[src/rtl/scc_pkg.sv]
/*
 * package of the synthesis clock control block: register map, field
 * layouts, reset values, sequencer states, timing counts and carriers.
 * assumes a 50 MHz pclk and a 32-bit APB master.
 */
package scc_pkg;

   // ************************************************************
   // clock and timing
   // ************************************************************
   localparam int unsigned CLK_MHZ = 50;
   localparam int unsigned XO_STARTUP_TIME_US = 500;
   localparam int unsigned SYNTH_LOCK_TIME_US = 150;
   localparam int unsigned SYNTH_LOCK_TYP_US = 80;
   localparam int unsigned XO_STARTUP_CYC = XO_STARTUP_TIME_US * CLK_MHZ;
   localparam int unsigned SYNTH_LOCK_CYC = SYNTH_LOCK_TIME_US * CLK_MHZ;
   localparam int unsigned COARSE_CAL_CYC = 64;
   localparam int unsigned FINE_CAL_CYC = 16;
   localparam int unsigned CNT_W = 16;
   localparam int unsigned FREQ_STEP_SHIFT = 19;

   // ************************************************************
   // register indices; the byte address is four times the index
   // ************************************************************
   localparam logic [7:0] IDX_FRF_MSB = 8'h07;
   localparam logic [7:0] IDX_FRF_MID = 8'h08;
   localparam logic [7:0] IDX_FRF_LSB = 8'h09;
   localparam logic [7:0] IDX_PIN_MAP2 = 8'h26;
   localparam logic [7:0] IDX_CTRL = 8'h40;
   localparam logic [7:0] IDX_STATUS = 8'h41;
   localparam logic [7:0] IDX_IRQ_STAT = 8'h42;
   localparam logic [7:0] IDX_IRQ_EN = 8'h43;
   localparam logic [7:0] IDX_IRQ_CLR = 8'h44;
   localparam logic [7:0] IDX_FRF_LIVE = 8'h45;

   // ************************************************************
   // fields and reset values
   // ************************************************************
   localparam logic [23:0] FRF_RST = 24'h00_0000;
   // ctrl: [0] seq_en [1] pll_on [2] path_tx [3] sleep [5:4] band
   localparam int unsigned CTRL_SEQ = 0;
   localparam int unsigned CTRL_PLL = 1;
   localparam int unsigned CTRL_TX = 2;
   localparam int unsigned CTRL_SLEEP = 3;
   localparam int unsigned CTRL_BAND = 4;
   localparam logic [7:0] CTRL_RST = 8'h01;
   // pin_map_second_reg [2:0] refclk_out_select, [5:4] lock pin select
   localparam int unsigned MAP_LOCK = 4;
   localparam logic [7:0] PIN_MAP2_RST = 8'h00;
   localparam logic [2:0] CLKSEL_OFF = 3'h7;
   // irq bits: [0] xo_ready [1] lock [2] unlock [3] path_started
   localparam int unsigned IRQ_W = 4;
   localparam logic [3:0] IRQ_RST = 4'h0;

   typedef enum logic [2:0] {
      SCC_ST_XO = 3'b000,
      SCC_ST_CAL = 3'b001,
      SCC_ST_IDLE = 3'b010,
      SCC_ST_FINE = 3'b011,
      SCC_ST_LOCK = 3'b100,
      SCC_ST_RUN = 3'b101
   } scc_state_t;

   typedef struct packed {
      logic lock;
      logic xo_stable;
   } scc_ana_in_t;

   typedef struct packed {
      logic [23:0] frf;
      logic pll_en;
      logic rx_en;
      logic tx_en;
      logic [2:0] vco_mult;
   } scc_ana_out_t;

endpackage

[src/rtl/scc_synth_ctrl.sv]
/*
 * synthesis clock control: carrier word staging, startup sequencer,
 * vco calibration timing, lock indication on pins and reference clock
 * output with divider. assumes xo_stable and pll lock come from analog
 * macros outside this clock domain and are synchronised here.
 */
// The APB slave port was left to the implementer.
// Behaviour
// carrier is a 24-bit word over three byte addresses, rf = word * step
// step is crystal frequency over 2^19, constant resolution
// upper two bytes staged; word takes effect on low byte write
// sequencer starts pll once crystal is stable
// reference clock output stays quiet until crystal is stable
// without sequencer host waits crystal startup or watches clock out
// reference or a fraction of it drives gpio five, per select field
// clock output on after reset, in every mode but sleep
// host disables clock output when not needed
// sequencer starts rx or tx once pll locked
// manual host waits lock time or polls lock indicator
// lock indication high when locked, routable to selected pins
// lock may drop during wide fm deviation; consumers tolerate
// coarse calibration once after reset, fine on each pll start
// vco multiplier 2, 4 or 6 by upper, middle, lower band
// lock from standby typically 80 us, at most 150 us
// clock divider select is a small field with an off code
// sequencer steps xo stable, pll locked, path started in order
`timescale 1ns/1ps
`default_nettype none
module scc_synth_ctrl
   import scc_pkg::*;
(
   input wire logic pclk,
   input wire logic presetn,
   input wire logic psel,
   input wire logic penable,
   input wire logic pwrite,
   input wire logic [11:0] paddr,
   input wire logic [31:0] pwdata,
   output logic [31:0] prdata,
   output logic pready,
   output logic pslverr,
   input wire scc_pkg::scc_ana_in_t ana_in,
   output scc_pkg::scc_ana_out_t ana_out,
   output logic gpio_five,
   output logic [3:0] gpio_lock,
   output logic pll_lock_indicator,
   output logic irq
);
   import scc_pkg::*;

   // ************************************************************
   // state
   // ************************************************************
   typedef struct packed {
      // pin synchronisers and settled levels
      logic [2:0] xo_sync;
      logic [2:0] lk_sync;
      logic xo_ok;
      logic lk_ok;
      // carrier staging and live word
      logic [7:0] frf_hi;
      logic [7:0] frf_mid;
      logic [23:0] frf;
      // software registers
      logic [7:0] ctrl;
      logic [7:0] map2;
      logic [3:0] irq_stat;
      logic [3:0] irq_en;
      // sequencer, reference divider and lock pins
      scc_state_t st;
      logic [CNT_W-1:0] cnt;
      logic [6:0] div;
      logic clk_o;
      logic [3:0] lock_pins;
      // bus answer and registered outputs
      logic [31:0] rdata;
      logic ready;
      logic err;
      scc_ana_out_t ana;
      logic irq;
   } scc_regs_t;

   scc_regs_t q, d;

   // ************************************************************
   // helper functions
   // ************************************************************
   function automatic logic [11:0] byte_addr(input logic [7:0] idx);
      byte_addr = {2'b00, idx, 2'b00};
   endfunction

   // level moves only when stages two and three agree
   function automatic logic sync_level(input logic [2:0] stages,
                                       input logic held);
      if (stages[2] == stages[1]) begin
         sync_level = stages[2];
      end else begin
         sync_level = held;
      end
   endfunction

   function automatic logic pll_active(input scc_state_t s);
      pll_active = s == SCC_ST_FINE || s == SCC_ST_LOCK || s == SCC_ST_RUN;
   endfunction

   // select 0 toggles every edge; select n taps bit n, pclk/2^(n+1)
   function automatic logic div_tap(input logic [6:0] cnt_v,
                                    input logic [2:0] sel,
                                    input logic cur);
      if (sel == 3'd0) begin
         div_tap = !cur;
      end else begin
         div_tap = cnt_v[sel];
      end
   endfunction

   // read mux; top bit flags an unmapped address
   function automatic logic [32:0] read_mux(input scc_regs_t s,
                                           input logic [11:0] a);
      logic [31:0] v;
      logic bad;
      v = 32'h0000_0000;
      bad = 1'b0;
      unique case (a)
         byte_addr(IDX_FRF_MSB): begin
            v[7:0] = s.frf_hi;
         end
         byte_addr(IDX_FRF_MID): begin
            v[7:0] = s.frf_mid;
         end
         byte_addr(IDX_FRF_LSB): begin
            v[7:0] = s.frf[7:0];
         end
         byte_addr(IDX_PIN_MAP2): begin
            v[7:0] = s.map2;
         end
         byte_addr(IDX_CTRL): begin
            v[7:0] = s.ctrl;
         end
         // status: lock, crystal, sequencer state
         byte_addr(IDX_STATUS): begin
            v[5:0] = {s.lk_ok, s.xo_ok, 1'b0, s.st};
         end
         byte_addr(IDX_IRQ_STAT): begin
            v[3:0] = s.irq_stat;
         end
         byte_addr(IDX_IRQ_EN): begin
            v[3:0] = s.irq_en;
         end
         // clear register is write only and reads as zero
         byte_addr(IDX_IRQ_CLR): begin
            v = 32'h0000_0000;
         end
         byte_addr(IDX_FRF_LIVE): begin
            v[23:0] = s.frf;
         end
         default: begin
            bad = 1'b1;
         end
      endcase
      read_mux = {bad, v};
   endfunction

   function automatic logic [2:0] band_mult(input logic [1:0] band);
      unique case (band)
         2'b00: band_mult = 3'd2;
         2'b01: band_mult = 3'd4;
         default: band_mult = 3'd6;
      endcase
   endfunction

   logic setup;
   logic access;
   logic wr;
   logic rd;
   logic xo_rise_ev;
   logic lock_ev;
   logic unlock_ev;
   logic start_ev;
   logic [3:0] clr;

   always_comb begin
      d = q;
      setup = psel && !penable;
      access = psel && penable;
      wr = access && pwrite;
      rd = setup && !pwrite;
      clr = 4'h0;
      xo_rise_ev = 1'b0;
      start_ev = 1'b0;

      // ************************************************************
      // pin synchronisers
      // ************************************************************
      d.xo_sync = {q.xo_sync[1:0], ana_in.xo_stable};
      d.lk_sync = {q.lk_sync[1:0], ana_in.lock};
      d.xo_ok = sync_level(q.xo_sync, q.xo_ok);
      d.lk_ok = sync_level(q.lk_sync, q.lk_ok);
      xo_rise_ev = d.xo_ok && !q.xo_ok;
      lock_ev = d.lk_ok && !q.lk_ok;
      unlock_ev = !d.lk_ok && q.lk_ok;

      // ************************************************************
      // apb slave: no wait state, answer in the first access cycle
      // ************************************************************
      d.ready = setup;
      d.err = 1'b0;
      if (setup) begin
         {d.err, d.rdata} = read_mux(q, paddr);
         if (pwrite) d.rdata = 32'h0000_0000;
      end
      if (wr && q.ready && !q.err) begin
         unique case (paddr)
            byte_addr(IDX_FRF_MSB): begin
               d.frf_hi = pwdata[7:0];
            end
            byte_addr(IDX_FRF_MID): begin
               d.frf_mid = pwdata[7:0];
            end
            byte_addr(IDX_FRF_LSB): begin
               d.frf = {q.frf_hi, q.frf_mid, pwdata[7:0]};
            end
            byte_addr(IDX_PIN_MAP2): begin
               d.map2 = pwdata[7:0];
            end
            byte_addr(IDX_CTRL): begin
               d.ctrl = pwdata[7:0];
            end
            byte_addr(IDX_IRQ_EN): begin
               d.irq_en = pwdata[3:0];
            end
            byte_addr(IDX_IRQ_CLR): begin
               clr = pwdata[3:0];
            end
            default: begin
            end
         endcase
      end
      // 'rd' kept for clarity of the setup decode
      if (rd) d.ready = 1'b1;

      // ************************************************************
      // startup sequencer
      // ************************************************************
      if (q.cnt != '0) d.cnt = q.cnt - 1'b1;
      unique case (q.st)
         SCC_ST_XO: begin
            if (q.xo_ok) begin
               d.st = SCC_ST_CAL;
               d.cnt = CNT_W'(COARSE_CAL_CYC);
            end
         end
         SCC_ST_CAL: begin
            if (q.cnt == '0) d.st = SCC_ST_IDLE; // coarse once
         end
         SCC_ST_IDLE: begin
            if (q.ctrl[CTRL_PLL] && !q.ctrl[CTRL_SLEEP] && q.xo_ok) begin
               d.st = SCC_ST_FINE;
               d.cnt = CNT_W'(FINE_CAL_CYC);
            end
         end
         SCC_ST_FINE: begin
            if (q.cnt == '0) begin
               d.st = SCC_ST_LOCK;
               d.cnt = CNT_W'(SYNTH_LOCK_CYC);
            end
         end
         SCC_ST_LOCK: begin
            if (q.lk_ok && q.ctrl[CTRL_SEQ]) begin
               d.st = SCC_ST_RUN;
               start_ev = 1'b1;
            end
         end
         SCC_ST_RUN: begin
         end
         default: d.st = SCC_ST_XO;
      endcase
      if (pll_active(q.st) &&
          (!q.ctrl[CTRL_PLL] || q.ctrl[CTRL_SLEEP])) begin
         d.st = SCC_ST_IDLE;
      end
      d.ana.frf = q.frf; // word counts steps of crystal/2^19
      d.ana.vco_mult = band_mult(q.ctrl[CTRL_BAND+:2]);
      d.ana.pll_en = pll_active(d.st);
      d.ana.rx_en = d.st == SCC_ST_RUN && !q.ctrl[CTRL_TX];
      d.ana.tx_en = d.st == SCC_ST_RUN && q.ctrl[CTRL_TX];

      // ************************************************************
      // reference clock out on gpio five
      // ************************************************************
      d.div = q.div + 7'd1;
      if (!q.xo_ok || q.ctrl[CTRL_SLEEP] ||
          q.map2[2:0] == CLKSEL_OFF) begin
         d.clk_o = 1'b0;
      end else begin
         d.clk_o = div_tap(q.div, q.map2[2:0], q.clk_o);
      end

      // ************************************************************
      // lock indication and events
      // ************************************************************
      // lock indicator routed to one selected pin
      d.lock_pins = 4'h0;
      d.lock_pins[q.map2[MAP_LOCK+:2]] = q.lk_ok;

      // sticky events, set wins over clear
      d.irq_stat = (q.irq_stat & ~clr) |
                   {start_ev, unlock_ev, lock_ev, xo_rise_ev};
      d.irq = |(d.irq_stat & q.irq_en);
   end

   // ************************************************************
   // state register
   // ************************************************************
   always_ff @(posedge pclk or negedge presetn) begin
      if (!presetn) begin
         q <= '0;
         q.frf <= FRF_RST;
         q.ctrl <= CTRL_RST;
         q.map2 <= PIN_MAP2_RST;
         q.irq_stat <= IRQ_RST;
         q.st <= SCC_ST_XO;
         q.ana.vco_mult <= 3'd2;
      end else begin
         q <= d;
      end
   end

   // ************************************************************
   // outputs
   // ************************************************************
   assign prdata = q.rdata;
   assign pready = q.ready;
   assign pslverr = q.err;
   assign ana_out = q.ana;
   assign gpio_five = q.clk_o;
   assign gpio_lock = q.lock_pins;
   assign pll_lock_indicator = q.lk_ok;
   assign irq = q.irq;
endmodule
`default_nettype wire

[config.mk]
export PLATFORM = sky130hd
export DESIGN_NAME = scc_synth_ctrl
export DESIGN_NICKNAME = d
export VERILOG_FILES = /design/src/rtl/scc_pkg.sv /design/src/rtl/scc_synth_ctrl.sv
export SDC_FILE = /design/constraint.sdc
export NUM_CORES = 1
export LEC_CHECK = 0
export ABC_AREA = 1
export CAP_MARGIN = 0
export CORE_UTILIZATION = 60
export CTS_CLUSTER_DIAMETER = 50
export DETAILED_ROUTE_END_ITERATION = 8
export DONT_BUFFER_PORTS = 1
export GPL_TIMING_DRIVEN = 1
export PLACE_DENSITY = 0.82
export SLEW_MARGIN = 20
export SYNTH_ARGS = -nofsm -noshare
export SYNTH_HDL_FRONTEND = slang
export SYNTH_SLANG_ARGS = --single-unit
[constraint.sdc]
create_clock -name pclk -period 1.9 [get_ports pclk]
set_input_delay 0.095 -clock pclk [delete_from_list [all_inputs] [get_ports pclk]]
set_output_delay 0.095 -clock pclk [all_outputs]
set_load 0.01 [all_outputs]
==> metrics.md <==
| Metric | Value |
|---|---|
| Largest cells by area after synthesis | dfrtp_1, nand2_1, buf_4, nand3_1, inv_1 |
| PD cells | 1103 nW/um^2 |
| Initial antenna violation count | 0 |
| All-Layer GR Usage | 26.35% |
| GP Congestion | 0.8598 |
| Sink Count | 159 |
| Slack of the worst reg-to-reg path | 170 ps |
| Peak supply drop | 0.6184 mV |
| Clock slew at reported path FFs | 60 ps |
| Ports | 122 |
| Syn Area/Cell | 8.848 um^2 |
| Diodes inserted | 0 |
| Initial Util | 62.24% |
| FF-to-FF path depth | 6 |
| First-pass GRT wire length | 25,790 um |
| Clock Tree Root | clkbuf_16 |
| Post-CTS setup buffers | 0 |
| Final instance area | 7928 um^2 |
| Seq/Total Area, Yosys | 52.81% |
| CTS tree | done |
| Violated checks | negative hold slack |
| Worst Path Max Fanout | 16 |
| WP data required | 2190 ps |
| Worst Setup End Kind | flip-flop |
| Number of global-route vias before repair | 5,178 |
| Hold WC Path Type | primary input to asynchronous set/reset pin |
| Die area | 13,020 um^2 |
| Core Footprint | 12,110 um^2 |
| Detailed-route via count | 5,433 |
| Die width | 114.1 um |
| DRT antenna net count | 0 |
| Area grow syn2layout | 5.162% |
| Final Max Tran Viols | 0 |
| Die H | 114.1 um |
| Slew @ Worst Pin | 525.1 ps |
| Area leader, netlist | dfrtp_1 |
| Reg-to-reg startpoint | pslverr |
| Synth Instances | 852 |
| Slew headroom | 64.67% |
| Num CTS Buffers | 17 |
| Count of input and output buffers | 0 |
| Fillcell total | 975 |
| Synthesized cell area | 7538 um^2 |
| Net count reported at finish | 869 |
| Arrival @ worst endpoint | 2020 ps |
| Clock Path Buffers | 2 |
| WL per Instance | 16.00 um |
| Resize count post-CTS | 0 |
| Unrepaired setup endpoints after global routing | no |
| Fmax | 577.8 MHz |
| Fin. Hold Viols | 159 |
| # DRC | 0 |
| Detailed Place HPWL | 10,840 um |
| Startpoint types | flip-flop |
| Status | finished, violations left |
| Post-Place Cell Area | 7261 um^2 |
| Fin Setup TNS | 0 ps |
| Hold Buf Count CTS | 9 |
| Clock Skews | 11.28 ps |
| Leakage | 3.926 nW |
| Worst-Skew Late Latency | 430 ps |
| Synth unique cells | 40 |
| Share of cells above drive strength 1 | 11.49% |
| Register bit total from synthesis | 159 |
| Drt initial violations | 581 |
| # setup viols final | 0 |
| CP Class | flip-flop to flip-flop |
| Min cycle time layout | 1731 ps |
| Period Utilization, post-route | 91.09% |
| Pin count of the biggest net entering global routing | 160 |
| Vias per cell | 5.460 |
| TritonRoute pass-1 iters | 5 |
| R2R Path End | q[144] |
| DRT Wirelength | 15,920 um |
| Max-cap viol count | 0 |
| Ys Warns | 0 |
| Fin Hold WS | -632.9 ps |
| # rows | 40 |
| Grt ovf | 0 |
| Synth top area share | 52.12% |
| Max H-tree Level | 4 |
-- routing by layer --
| metal | GRT usage [%] | up-vias | share of wire (%) |
|---|---|---|---|
| li1 | - | 2563 | - |
| met1 | 36.13 | 2600 | 44 |
| met2 | 38.83 | 222 | 45 |
| met3 | 7.994 | 48 | 7.5 |
| met4 | 11.86 | 0 | 3.0 |
| met5 | 0 | - | 0 |
-- placed cells by master (no fill, tap or decap), drive strengths merged, types with 3 or more instances in the layout --
| cell | count |
|---|---|
| buf | 10 |
| nand4 | 10 |
| o21ai | 82 |
| xor2 | 13 |
| dlygate4sd3 | 9 |
| dfrtp | 157 |
| inv | 80 |
| clkbuf | 19 |
| nand3 | 62 |
| nand2 | 225 |
| ha | 3 |
| mux2 | 10 |
| nor3 | 19 |
| nor2 | 87 |
| conb | 9 |
| a21oi | 10 |
| clkinv | 5 |
-- worst max path at each step --
stage                       start         end  slack (ps)  depth (start not counted)
final                     pslverr      q[144]         170                          6
after global routing      pslverr      q[145]           5                          5
after CTS                   q[86]       q[93]         180                          6
after detailed placement    q[77]  ana_out[4]         230                          9
after global placement      q[77]       q[93]         270                          8
after floorplan             q[77]       q[81]         400                          9
-- synthesized netlist by cell type, drive strengths merged --
cell and instances:
or2 2, buf 80, nor4 1, nor2 87
inv 77, o22ai 1, o211ai 2, o21ai 82
nand3 62, nand4 10, clkbuf 3, dfrtp 157
a21oi 10, ha 3, xor2 13, nand2 225
mux2 10, a311oi 1, nor3 19, and3 1
and2 2, maj3 1, dfstp 2, conb 1
-- area by class of cell --
type / instances / area (um^2) / share of cell area [%]
clock buffer: 19 / 442.9 / 5.587
clock inverter: 12 / 133.9 / 1.689
inverter: 77 / 289.0 / 3.646
multi-input combinational: 541 / 2693 / 33.96
sequential: 159 / 3981 / 50.22
tap: 168 / 210.2 / 2.652
timing repair buffer: 19 / 177.7 / 2.241
-- worst max-delay path: stages, from the launching register on --
cell	delay, ps
dfrtp_1	380
inv_1	50
nand2_1	130
nor2_4	290
nand3_1	450
nand2_1	180
o21ai_0	100
-- flip-flops by register name, summed over array words and instances, names as in the netlist, 4 cells and up --
signal	cells
gpio_lock	4
d	28
ana_out	29
q	69
prdata	24
-- power breakdown --
part / internal [W] / switching (W) / total [W]
sequential: 0.00359 / 0.000219 / 0.00381
clock: 0.00197 / 0.00137 / 0.00334
combinational: 0.000522 / 0.00107 / 0.00159
-- stage by stage --
stage / cells / util [%] / hold WS (ps) / setup WS, ps / power, W
floorplan: 860 / - / -200.6 / 396.8 / 0.005110
CTS: 995 / 65.45 / -655.8 / 176.1 / 0.008773
detailed placement: 955 / 59.95 / -196.3 / 229.2 / 0.005401
global route: 995 / 65.45 / -655.0 / 4.761 / 0.009176
global placement: 955 / 59.95 / -196.5 / 272.0 / 0.005344
finish: 995 / 65.45 / -632.9 / 169.4 / 0.008743
-- kinds of logic (layout without fill, tap and decap cells) --
| group | count (synthesis) | in the layout | synth area share, % |
|---|---|---|---|
| mux | 10 | 10 | 1.593 |
| xor+xnor | 13 | 13 | 1.510 |
| compound gates | 96 | 96 | 7.353 |
| buf+inv | 160 | 127 | 11.87 |
| other cells | 1 | 9 | 0.04974 |
| flops | 159 | 159 | 52.81 |
| simple gates | 409 | 409 | 24.18 |
| fa+ha+maj | 4 | 4 | 0.6308 |
Note: power is estimated with default switching activity, not from simulation.
